[config.mk]
export PLATFORM = sky130hd
export DESIGN_NAME = adcd_chain_port
export DESIGN_NICKNAME = d
export VERILOG_FILES = /design/src/rtl/adcd_fifo.v /design/src/rtl/adcd_chain_port.v
export VERILOG_INCLUDE_DIRS = /design/src /design/src/common
export SDC_FILE = /design/constraint.sdc
export NUM_CORES = 1
export LEC_CHECK = 0
export ABC_CLOCK_PERIOD_IN_PS = 4000
export BUFFER_PORTS_ARGS = -buffer_cell sky130_fd_sc_hd__buf_4
export CAP_MARGIN = 20
export CORE_MARGIN = 1.5
export CORE_UTILIZATION = 45
export CTS_CLUSTER_SIZE = 16
export DETAILED_ROUTE_END_ITERATION = 12
export PLACE_DENSITY = 0.72
export SETUP_SLACK_MARGIN = 0.02
export SLEW_MARGIN = 5
export SYNTH_ARGS = -nofsm -noshare
export SYNTH_HDL_FRONTEND = slang
export SYNTH_SLANG_ARGS = --single-unit
[constraint.sdc]
create_clock -name clk_i -period 4 [get_ports clk_i]
set_clock_uncertainty 0.15 [all_clocks]
set_input_delay 0.4 -clock clk_i [delete_from_list [all_inputs] [get_ports clk_i]]
set_output_delay 0.4 -clock clk_i [all_outputs]
set_load 0.1 [all_outputs]
[src/common/adcd_defines.vh]
`ifndef ADCD_DEFINES_VH
`define ADCD_DEFINES_VH

// ----------------------------------------------------------------------------
// Word formats
// ----------------------------------------------------------------------------
`define ADCD_RES_W        16
`define ADCD_STAT_W       6
`define ADCD_FRAME_W      22
`define ADCD_CMD_W        8
`define ADCD_WR_W         16
`define ADCD_CNT_W        5
`define ADCD_CFG_W        8

// ----------------------------------------------------------------------------
// Command byte and configuration fields
// ----------------------------------------------------------------------------
`define ADCD_CMD_WRITE    8'h14
`define ADCD_CFG_RESET    8'h00
`define ADCD_CFG_FAST     1
`define ADCD_CFG_STAT     4

// ----------------------------------------------------------------------------
// Timing
// ----------------------------------------------------------------------------
`define ADCD_CLK_PS       5000
`define ADCD_TCONV_PS     320000
`define ADCD_CONV_CYC     ((`ADCD_TCONV_PS + `ADCD_CLK_PS - 1) / `ADCD_CLK_PS)
`define ADCD_CONV_CW      7

// ----------------------------------------------------------------------------
// Buffer
// ----------------------------------------------------------------------------
`define ADCD_FIFO_DEPTH   8
`define ADCD_FIFO_AW      3

`endif

[src/rtl/adcd_fifo.v]
`timescale 1ns/1ps
`default_nettype none

module adcd_fifo #(
  parameter WIDTH = 16,
  parameter DEPTH = 8,
  parameter AW    = 3
) (
  // Clock and reset
  input  wire             clk_i,
  input  wire             srst_i,
  // Fill side
  input  wire             in_valid_i,
  output reg              in_ready_o,
  input  wire [WIDTH-1:0] in_data_i,
  // Drain side
  output reg              out_valid_o,
  input  wire             out_ready_i,
  output reg  [WIDTH-1:0] out_data_o
);

  reg [WIDTH-1:0] mem [0:DEPTH-1];
  reg [AW-1:0]    wr_ptr;
  reg [AW-1:0]    rd_ptr;
  reg [AW:0]      count;
  reg [AW:0]      fill;
  reg [AW:0]      next_fill;
  wire            push;
  wire            pop;
  wire            leave;

  // Read data come from a register; the output stage is a one-word skid.
  // The fill count includes that stage, so the buffer never holds more than DEPTH words.
  assign push  = in_valid_i && in_ready_o;
  assign pop   = (count != {(AW+1){1'b0}}) && (!out_valid_o || out_ready_i);
  assign leave = out_valid_o && out_ready_i;

  always @* begin
    next_fill = fill;
    if (push && !leave)
      next_fill = fill + 1'b1;
    else if (leave && !push)
      next_fill = fill - 1'b1;
  end

  always @(posedge clk_i) begin
    if (srst_i) begin
      wr_ptr      <= {AW{1'b0}};
      rd_ptr      <= {AW{1'b0}};
      count       <= {(AW+1){1'b0}};
      out_valid_o <= 1'b0;
      out_data_o  <= {WIDTH{1'b0}};
      fill        <= {(AW+1){1'b0}};
      in_ready_o  <= 1'b1;
    end else begin
      fill        <= next_fill;
      in_ready_o  <= (next_fill != DEPTH[AW:0]);
      if (push) begin
        mem[wr_ptr] <= in_data_i;
        wr_ptr      <= wr_ptr + 1'b1;
      end
      if (pop) begin
        out_data_o <= mem[rd_ptr];
        rd_ptr     <= rd_ptr + 1'b1;
      end
      if (pop)
        out_valid_o <= 1'b1;
      else if (out_ready_i)
        out_valid_o <= 1'b0;
      if (push && !pop)
        count <= count + 1'b1;
      else if (pop && !push)
        count <= count - 1'b1;
    end
  end

endmodule

`default_nettype wire

[src/rtl/adcd_chain_port.v]
// Summary of operation
// - Fast-readout is off after reset until software sets it.
// - Serial input and trigger both low, outside a write: serial output driven low.
// - Trigger rising edge starts a conversion; output held low meanwhile.
// - Conversion end presents result MSB on output, then acquisition begins.
// - Remaining result bits shift out, one per serial-clock falling edge.
// - Serial input captured on each rising edge, passing upstream data along.
// - Output data changes after each serial-clock falling edge and stays valid across the rising edge.
// - Register read-back is not offered while chained.
`timescale 1ns/1ps
`default_nettype none
`include "adcd_defines.vh"

module adcd_chain_port (
  // Clock and reset
  input  wire                     clk_i,
  input  wire                     srst_i,
  // Link pins
  input  wire                     conversion_trigger_i,
  input  wire                     sclk_i,
  input  wire                     sdi_i,
  output reg                      sdo_o,
  output reg                      sdo_oe_n_o,
  // Converter core
  input  wire                     res_valid_i,
  output wire                     res_ready_o,
  input  wire [`ADCD_RES_W-1:0]   res_data_i,
  input  wire [`ADCD_STAT_W-1:0]  status_i,
  // Status and configuration
  output reg                      converting_o,
  output reg                      no_result_o,
  output reg  [`ADCD_CFG_W-1:0]   cfg_o,
  output reg                      cfg_wr_o
);

  // ---------------------------------------------------------------------------
  // States
  // ---------------------------------------------------------------------------
  localparam ST_IDLE = 2'h0;
  localparam ST_CONV = 2'h1;
  localparam ST_READ = 2'h2;
  localparam ST_WRIT = 2'h3;

  reg  [1:0]                  state;
  reg  [1:0]                  next_state;
  reg  [2:0]                  trg_sync;
  reg  [2:0]                  clk_sync;
  reg  [1:0]                  sdi_sync;
  reg  [`ADCD_CONV_CW-1:0]    conv_cnt;
  reg  [`ADCD_FRAME_W-1:0]    shreg;
  reg  [`ADCD_WR_W-1:0]       wr_sh;
  reg  [`ADCD_CNT_W-1:0]      wr_cnt;
  wire                        trg;
  wire                        trg_rise;
  wire                        sck_rise;
  wire                        sck_fall;
  wire                        sdi;
  wire                        fifo_valid;
  wire [`ADCD_RES_W-1:0]      fifo_data;
  wire                        fifo_take;
  wire [`ADCD_RES_W-1:0]      head_data;

  function [`ADCD_FRAME_W-1:0] frame_word;
    input [`ADCD_RES_W-1:0]  res;
    input [`ADCD_STAT_W-1:0] stat;
    input                    with_stat;
    begin
      if (with_stat)
        frame_word = {res, stat};
      else
        frame_word = {res, {`ADCD_STAT_W{1'b0}}};
    end
  endfunction

  // With status bits off the frame is one result wide, so upstream bits enter
  // just below the result and surface after sixteen clocks.
  function [`ADCD_FRAME_W-1:0] shift_in;
    input [`ADCD_FRAME_W-1:0] cur;
    input                     bit_in;
    input                     with_stat;
    begin
      if (with_stat)
        shift_in = {cur[`ADCD_FRAME_W-2:0], bit_in};
      else
        shift_in = {cur[`ADCD_FRAME_W-2:`ADCD_STAT_W], bit_in, {`ADCD_STAT_W{1'b0}}};
    end
  endfunction

  // ---------------------------------------------------------------------------
  // Pin synchronisers
  // ---------------------------------------------------------------------------
  // Only the second stage and beyond feed logic, so edge detection is clean.
  always @(posedge clk_i) begin
    if (srst_i) begin
      trg_sync <= 3'h0;
      clk_sync <= 3'h0;
      sdi_sync <= 2'h0;
    end else begin
      trg_sync <= {trg_sync[1:0], conversion_trigger_i};
      clk_sync <= {clk_sync[1:0], sclk_i};
      sdi_sync <= {sdi_sync[0], sdi_i};
    end
  end

  assign trg      = trg_sync[1];
  assign sdi      = sdi_sync[1];
  assign trg_rise = trg_sync[1] && !trg_sync[2];
  assign sck_rise = clk_sync[1] && !clk_sync[2];
  assign sck_fall = !clk_sync[1] && clk_sync[2];

  // ---------------------------------------------------------------------------
  // Result buffer
  // ---------------------------------------------------------------------------
  // Results queue here; a full buffer stalls the core, which is the trade for
  // never dropping a sample the host has not yet clocked out.
  assign fifo_take = (state == ST_CONV) && (conv_cnt == `ADCD_CONV_CYC - 1) && fifo_valid;

  adcd_fifo #(
    .WIDTH (`ADCD_RES_W),
    .DEPTH (`ADCD_FIFO_DEPTH),
    .AW    (`ADCD_FIFO_AW)
  ) u_fifo (
    .clk_i       (clk_i),
    .srst_i      (srst_i),
    .in_valid_i  (res_valid_i),
    .in_ready_o  (res_ready_o),
    .in_data_i   (res_data_i),
    .out_valid_o (fifo_valid),
    .out_ready_i (fifo_take),
    .out_data_o  (fifo_data)
  );

  // An empty buffer shifts out zeros rather than the last word a second time.
  assign head_data = fifo_valid ? fifo_data : {`ADCD_RES_W{1'b0}};

  // ---------------------------------------------------------------------------
  // Sequencer
  // ---------------------------------------------------------------------------
  always @* begin
    next_state = state;
    case (state)
      ST_IDLE: begin
        if (trg_rise)
          next_state = ST_CONV;
        else if (!trg && sck_rise)
          next_state = ST_WRIT;
      end
      ST_CONV: begin
        if (!trg)
          next_state = ST_IDLE;
        else if (conv_cnt == `ADCD_CONV_CYC - 1)
          next_state = ST_READ;
      end
      ST_READ: begin
        if (!trg)
          next_state = ST_IDLE;
      end
      ST_WRIT: begin
        if (trg)
          next_state = ST_CONV;
      end
      default: next_state = ST_IDLE;
    endcase
  end

  always @(posedge clk_i) begin
    if (srst_i) begin
      state        <= ST_IDLE;
      conv_cnt     <= {`ADCD_CONV_CW{1'b0}};
      shreg        <= {`ADCD_FRAME_W{1'b0}};
      wr_sh        <= {`ADCD_WR_W{1'b0}};
      wr_cnt       <= {`ADCD_CNT_W{1'b0}};
      sdo_o        <= 1'b0;
      sdo_oe_n_o   <= 1'b0;
      converting_o <= 1'b0;
      no_result_o  <= 1'b0;
      cfg_o        <= `ADCD_CFG_RESET;
      cfg_wr_o     <= 1'b0;
    end else begin
      state      <= next_state;
      cfg_wr_o   <= 1'b0;
      sdo_oe_n_o <= 1'b0;
      converting_o <= (next_state == ST_CONV);
      if (state == ST_CONV)
        conv_cnt <= conv_cnt + 1'b1;
      else
        conv_cnt <= {`ADCD_CONV_CW{1'b0}};
      case (state)
        ST_IDLE: begin
          sdo_o  <= 1'b0;
          wr_cnt <= {`ADCD_CNT_W{1'b0}};
          if (!trg && sck_rise) begin
            wr_sh  <= {wr_sh[`ADCD_WR_W-2:0], sdi};
            wr_cnt <= 5'h01;
          end
        end
        ST_CONV: begin
          sdo_o <= 1'b0;
          if (conv_cnt == `ADCD_CONV_CYC - 1) begin
            shreg       <= frame_word(head_data, status_i, cfg_o[`ADCD_CFG_STAT]);
            sdo_o       <= head_data[`ADCD_RES_W-1];
            no_result_o <= !fifo_valid;
          end
        end
        ST_READ: begin
          if (sck_rise)
            shreg <= shift_in(shreg, sdi, cfg_o[`ADCD_CFG_STAT]);
          if (sck_fall)
            sdo_o <= shreg[`ADCD_FRAME_W-1];
        end
        ST_WRIT: begin
          // Write path: each falling edge loads the oldest shifted-in bit, wr_sh MSB, onto the output.
          // The count saturates, so a long chain write cannot wrap it.
          if (sck_rise) begin
            wr_sh  <= {wr_sh[`ADCD_WR_W-2:0], sdi};
            if (wr_cnt != `ADCD_WR_W)
              wr_cnt <= wr_cnt + 1'b1;
          end
          if (sck_fall)
            sdo_o <= wr_sh[`ADCD_WR_W-1];
          if (trg) begin
            sdo_o <= 1'b0;
            if (wr_cnt >= `ADCD_WR_W &&
                wr_sh[`ADCD_WR_W-1:`ADCD_CFG_W] == `ADCD_CMD_WRITE) begin
              cfg_o    <= wr_sh[`ADCD_CFG_W-1:0];
              cfg_wr_o <= 1'b1;
            end
          end
        end
        default: sdo_o <= 1'b0;
      endcase
    end
  end

endmodule

`default_nettype wire

==> results.cfg <==
[timing]
timing.final.setup_violations = 0
fin_tns_setup_ns = 0
hold_viol_final = 0
rsz0062_at_grt = false
max-slew-margin-rel_pct = 29.06
worst-slew-pin-transition_ns = 1.061
final.min_clock_period_ns = 3.189
finalCritPeriodShare_pct = 79.73
max_freq_mhz = 313.6
report.final.slew_viol_count = 0

[logic_synthesis]
synth_cells = 690
synth_top_cells_by_count = 128 x edfxtp_1, 104 x dfxtp_1, 84 x nor2_1
synth_edf_count = 128
synthesis.area_per_instance_um2 = 13.36
synth_top_area_cell = edfxtp_1
synthMostInstantiatedCell = edfxtp_1
synth_top_flop_cell = edfxtp_1
ys_async_sr_fraction_pct = 0
mapped_nets = 729
ys_types = 53
synth.yosys.seq_area_share_pct = 64.30
top_area_cell_type_share_of_the_netlist_area_pct = 41.71
synthesis_stage_register_bit_count = 232
synth_area_leaders = edfxtp_1 42%, dfxtp_1 23%, mux4_2 7.8%
yosys_warnings = 0
mappedNetlistArea_um2 = 9216

[grt]
grt_antenna_before_repair = 0
grt_overflow_total = 0
grt_pass1_wl_um = 28920
grt_start_max_net_pins = 55
global_route.usage.total_pct = 17.01
grt_pass1_vias = 5608

[route]
drtAntennaViolNets = 0
avgRoutedWirePerCell_um = 17.28
routed_wl_um = 17780
post-route-drc-count = 0
vias = 5590
dr.pass1.iters = 4
vias_per_cell = 5.432
first_iteration_detailed_routing_drc_count = 292

[worst_setup_path]
r2r.worst_path.cells = 12
regToRegSetupSlack_ns = 0.81
data_required_time_at_the_worst_endpoint_ns = 4.29
cp-endpoint = u_fifo.count[3]
cp_max_fo = 15
cp_data_arrival_time_ns = 3.48
critical_setup_path_class = register to register
regToRegEndpoint = u_fifo.count[3]
worstSetupStartpoint = state[0]
worst_setup_ep_type = register
startpoint_class = register
regToRegStartpoint = state[0]

[power_and_ir_drop]
p_leak_uw = 0.003772
power_uw = 6098
power.density_cell_area_nw_per_um2 = 564.4
peakVddDrop_v = 0.0003681

[floorplan]
initial_core_util_pct = 45.69
placementRows = 52
core_region_area_um2 = 20170
fp.dieW_um = 146.1
die_h_um = 146.1
design.portCount = 42
die_area_um2 = 21350

[placement]
hpwlAfterDp_um = 10930
buffer_ports.inserted = 40
dpl.cell_count = 967
routabilityCongestion = 0.7784

[finish]
ant_diodes = 0
post_layout_nonfiller_instances = 1029
area_growth_syn_to_layout_pct = 17.23
final_net_count = 782
proportion_of_layout_cells_with_a_drive_suffix_above_1_pct = 18.18

[cts]
cts_post_setup_buffers_inserted = 0
ctsRootBufferMaster = clkbuf_16
cts.sink_count = 232
cts-root-to-sink-buffers = 3
tritoncts.num_buffers = 25
clk-insertion-delay-late_ns = 0.53
cts_tree = done
cts_max_level = 1
clock_input_transition_at_the_sequential_cells_of_the_worst_setup_and_hold_paths_ns = 0.06

[status]
outcome = finished, final reports clean

[min_path]
hold_class = input port to register
worst_hold_start = status_i[5]

[job]
max_cap_viols = 0
## per-layer routing
metal / track usage (%) / vias up / share of wire (%)
met1: 21.23 / 2761 / 43
met5: 0 / - / 0
met3: 3.094 / 37 / 3.8
li1: - / 2665 / -
met2: 30.12 / 127 / 50
met4: 5.253 / 0 / 2.7
## metrics by stage
| step | instance area, um2 | hold slack [ns] | setup slack, ns | utilization [%] |
|---|---|---|---|---|
| global route | 10800 | 0.1227 | 0.5943 | 53.57 |
| detailed placement | 9802 | 0.2771 | 0.8632 | 48.60 |
| global placement | 9802 | 0.2804 | 1.136 | 48.60 |
| finish | 10800 | 0.1203 | 0.8107 | 53.57 |
| CTS | 10800 | 0.1078 | 0.8417 | 53.57 |
| floorplan | 9216 | 0.2638 | 0.06380 | - |
## state kept, by name, indices dropped and copies added (netlist names), 4 cells and up
name / flops
u_fifo.mem: 128
shreg: 22
u_fifo.out_data_o: 16
wr_sh: 16
cfg_o: 8
conv_cnt: 7
wr_cnt: 5
u_fifo.count: 4
u_fifo.fill: 4
## critical path, cell delays in order (launching register included)
cell and delay [ns]:
dfxtp_1 0.61, nand4b_1 0.26, o21ai_1 0.28, and2_1 0.19, inv_1 0.06, ha_1 0.23
inv_1 0.13, ha_1 0.24, a21o_1 0.18, a21oi_1 0.18, xnor2_1 0.10, or3_1 0.33
a21oi_1 0.18
## cell usage in the layout, fill, tap and decap left out, types with 15 or more instances in the layout
| cell | n |
|---|---|
| a211oi_1 | 18 |
| dlygate4sd3_1 | 19 |
| dfxtp_1 | 102 |
| a311oi_1 | 15 |
| a21oi_1 | 18 |
| nand2_1 | 54 |
| clkbuf_16 | 25 |
| nor2_1 | 84 |
| mux4_2 | 32 |
| nand3_1 | 26 |
| buf_4 | 54 |
| mux2i_1 | 44 |
| edfxtp_1 | 128 |
## cell type report
cell class                 instances  area, um2
fill                            1661       9365
multi-input combinational        400       3089
clock inverter                    13      157.7
sequential                       232       5928
tap                              270      337.8
inverter                          11      41.29
clock buffer                      30      654.4
timing repair buffer              73      595.6
## where the power goes
part	total (uW)	internal (uW)	switching, uW
sequential	2790	2650	139
clock	2270	1360	904
combinational	1040	516	525
total	6100	4530	1570
## kinds of logic (layout without fill, tap and decap cells)
logic type,count (synthesis),count (layout),synth area share [%]
AND/OR/NAND/NOR,220,220,11.44
buffers and inverters,58,127,2.770
multiplexers,76,76,12.60
AO/OA/AOI/OAI,74,74,5.566
flip-flops,232,232,64.30
other,1,1,0.04069
XOR/XNOR,18,18,1.711
adder cells (fa/ha/maj),11,11,1.575
## how the worst min path moves through the flow
| stage | to | slack, ns | depth (start not counted) |
|---|---|---|---|
| finish | shreg[5] | 0.12 | 5 |
| global route | shreg[5] | 0.12 | 5 |
| CTS | shreg[5] | 0.11 | 5 |
| detailed placement | sdi_sync[1] | 0.28 | 1 |
| global placement | conv_cnt[0] | 0.28 | 1 |
| floorplan | clk_sync[1] | 0.26 | 1 |
## timing repair
action,in CTS,in global routing
hold buffers,19,0
endpoints found under the hold margin,131,0
resized for setup,0,0
Power figures use the tool's default switching activity.
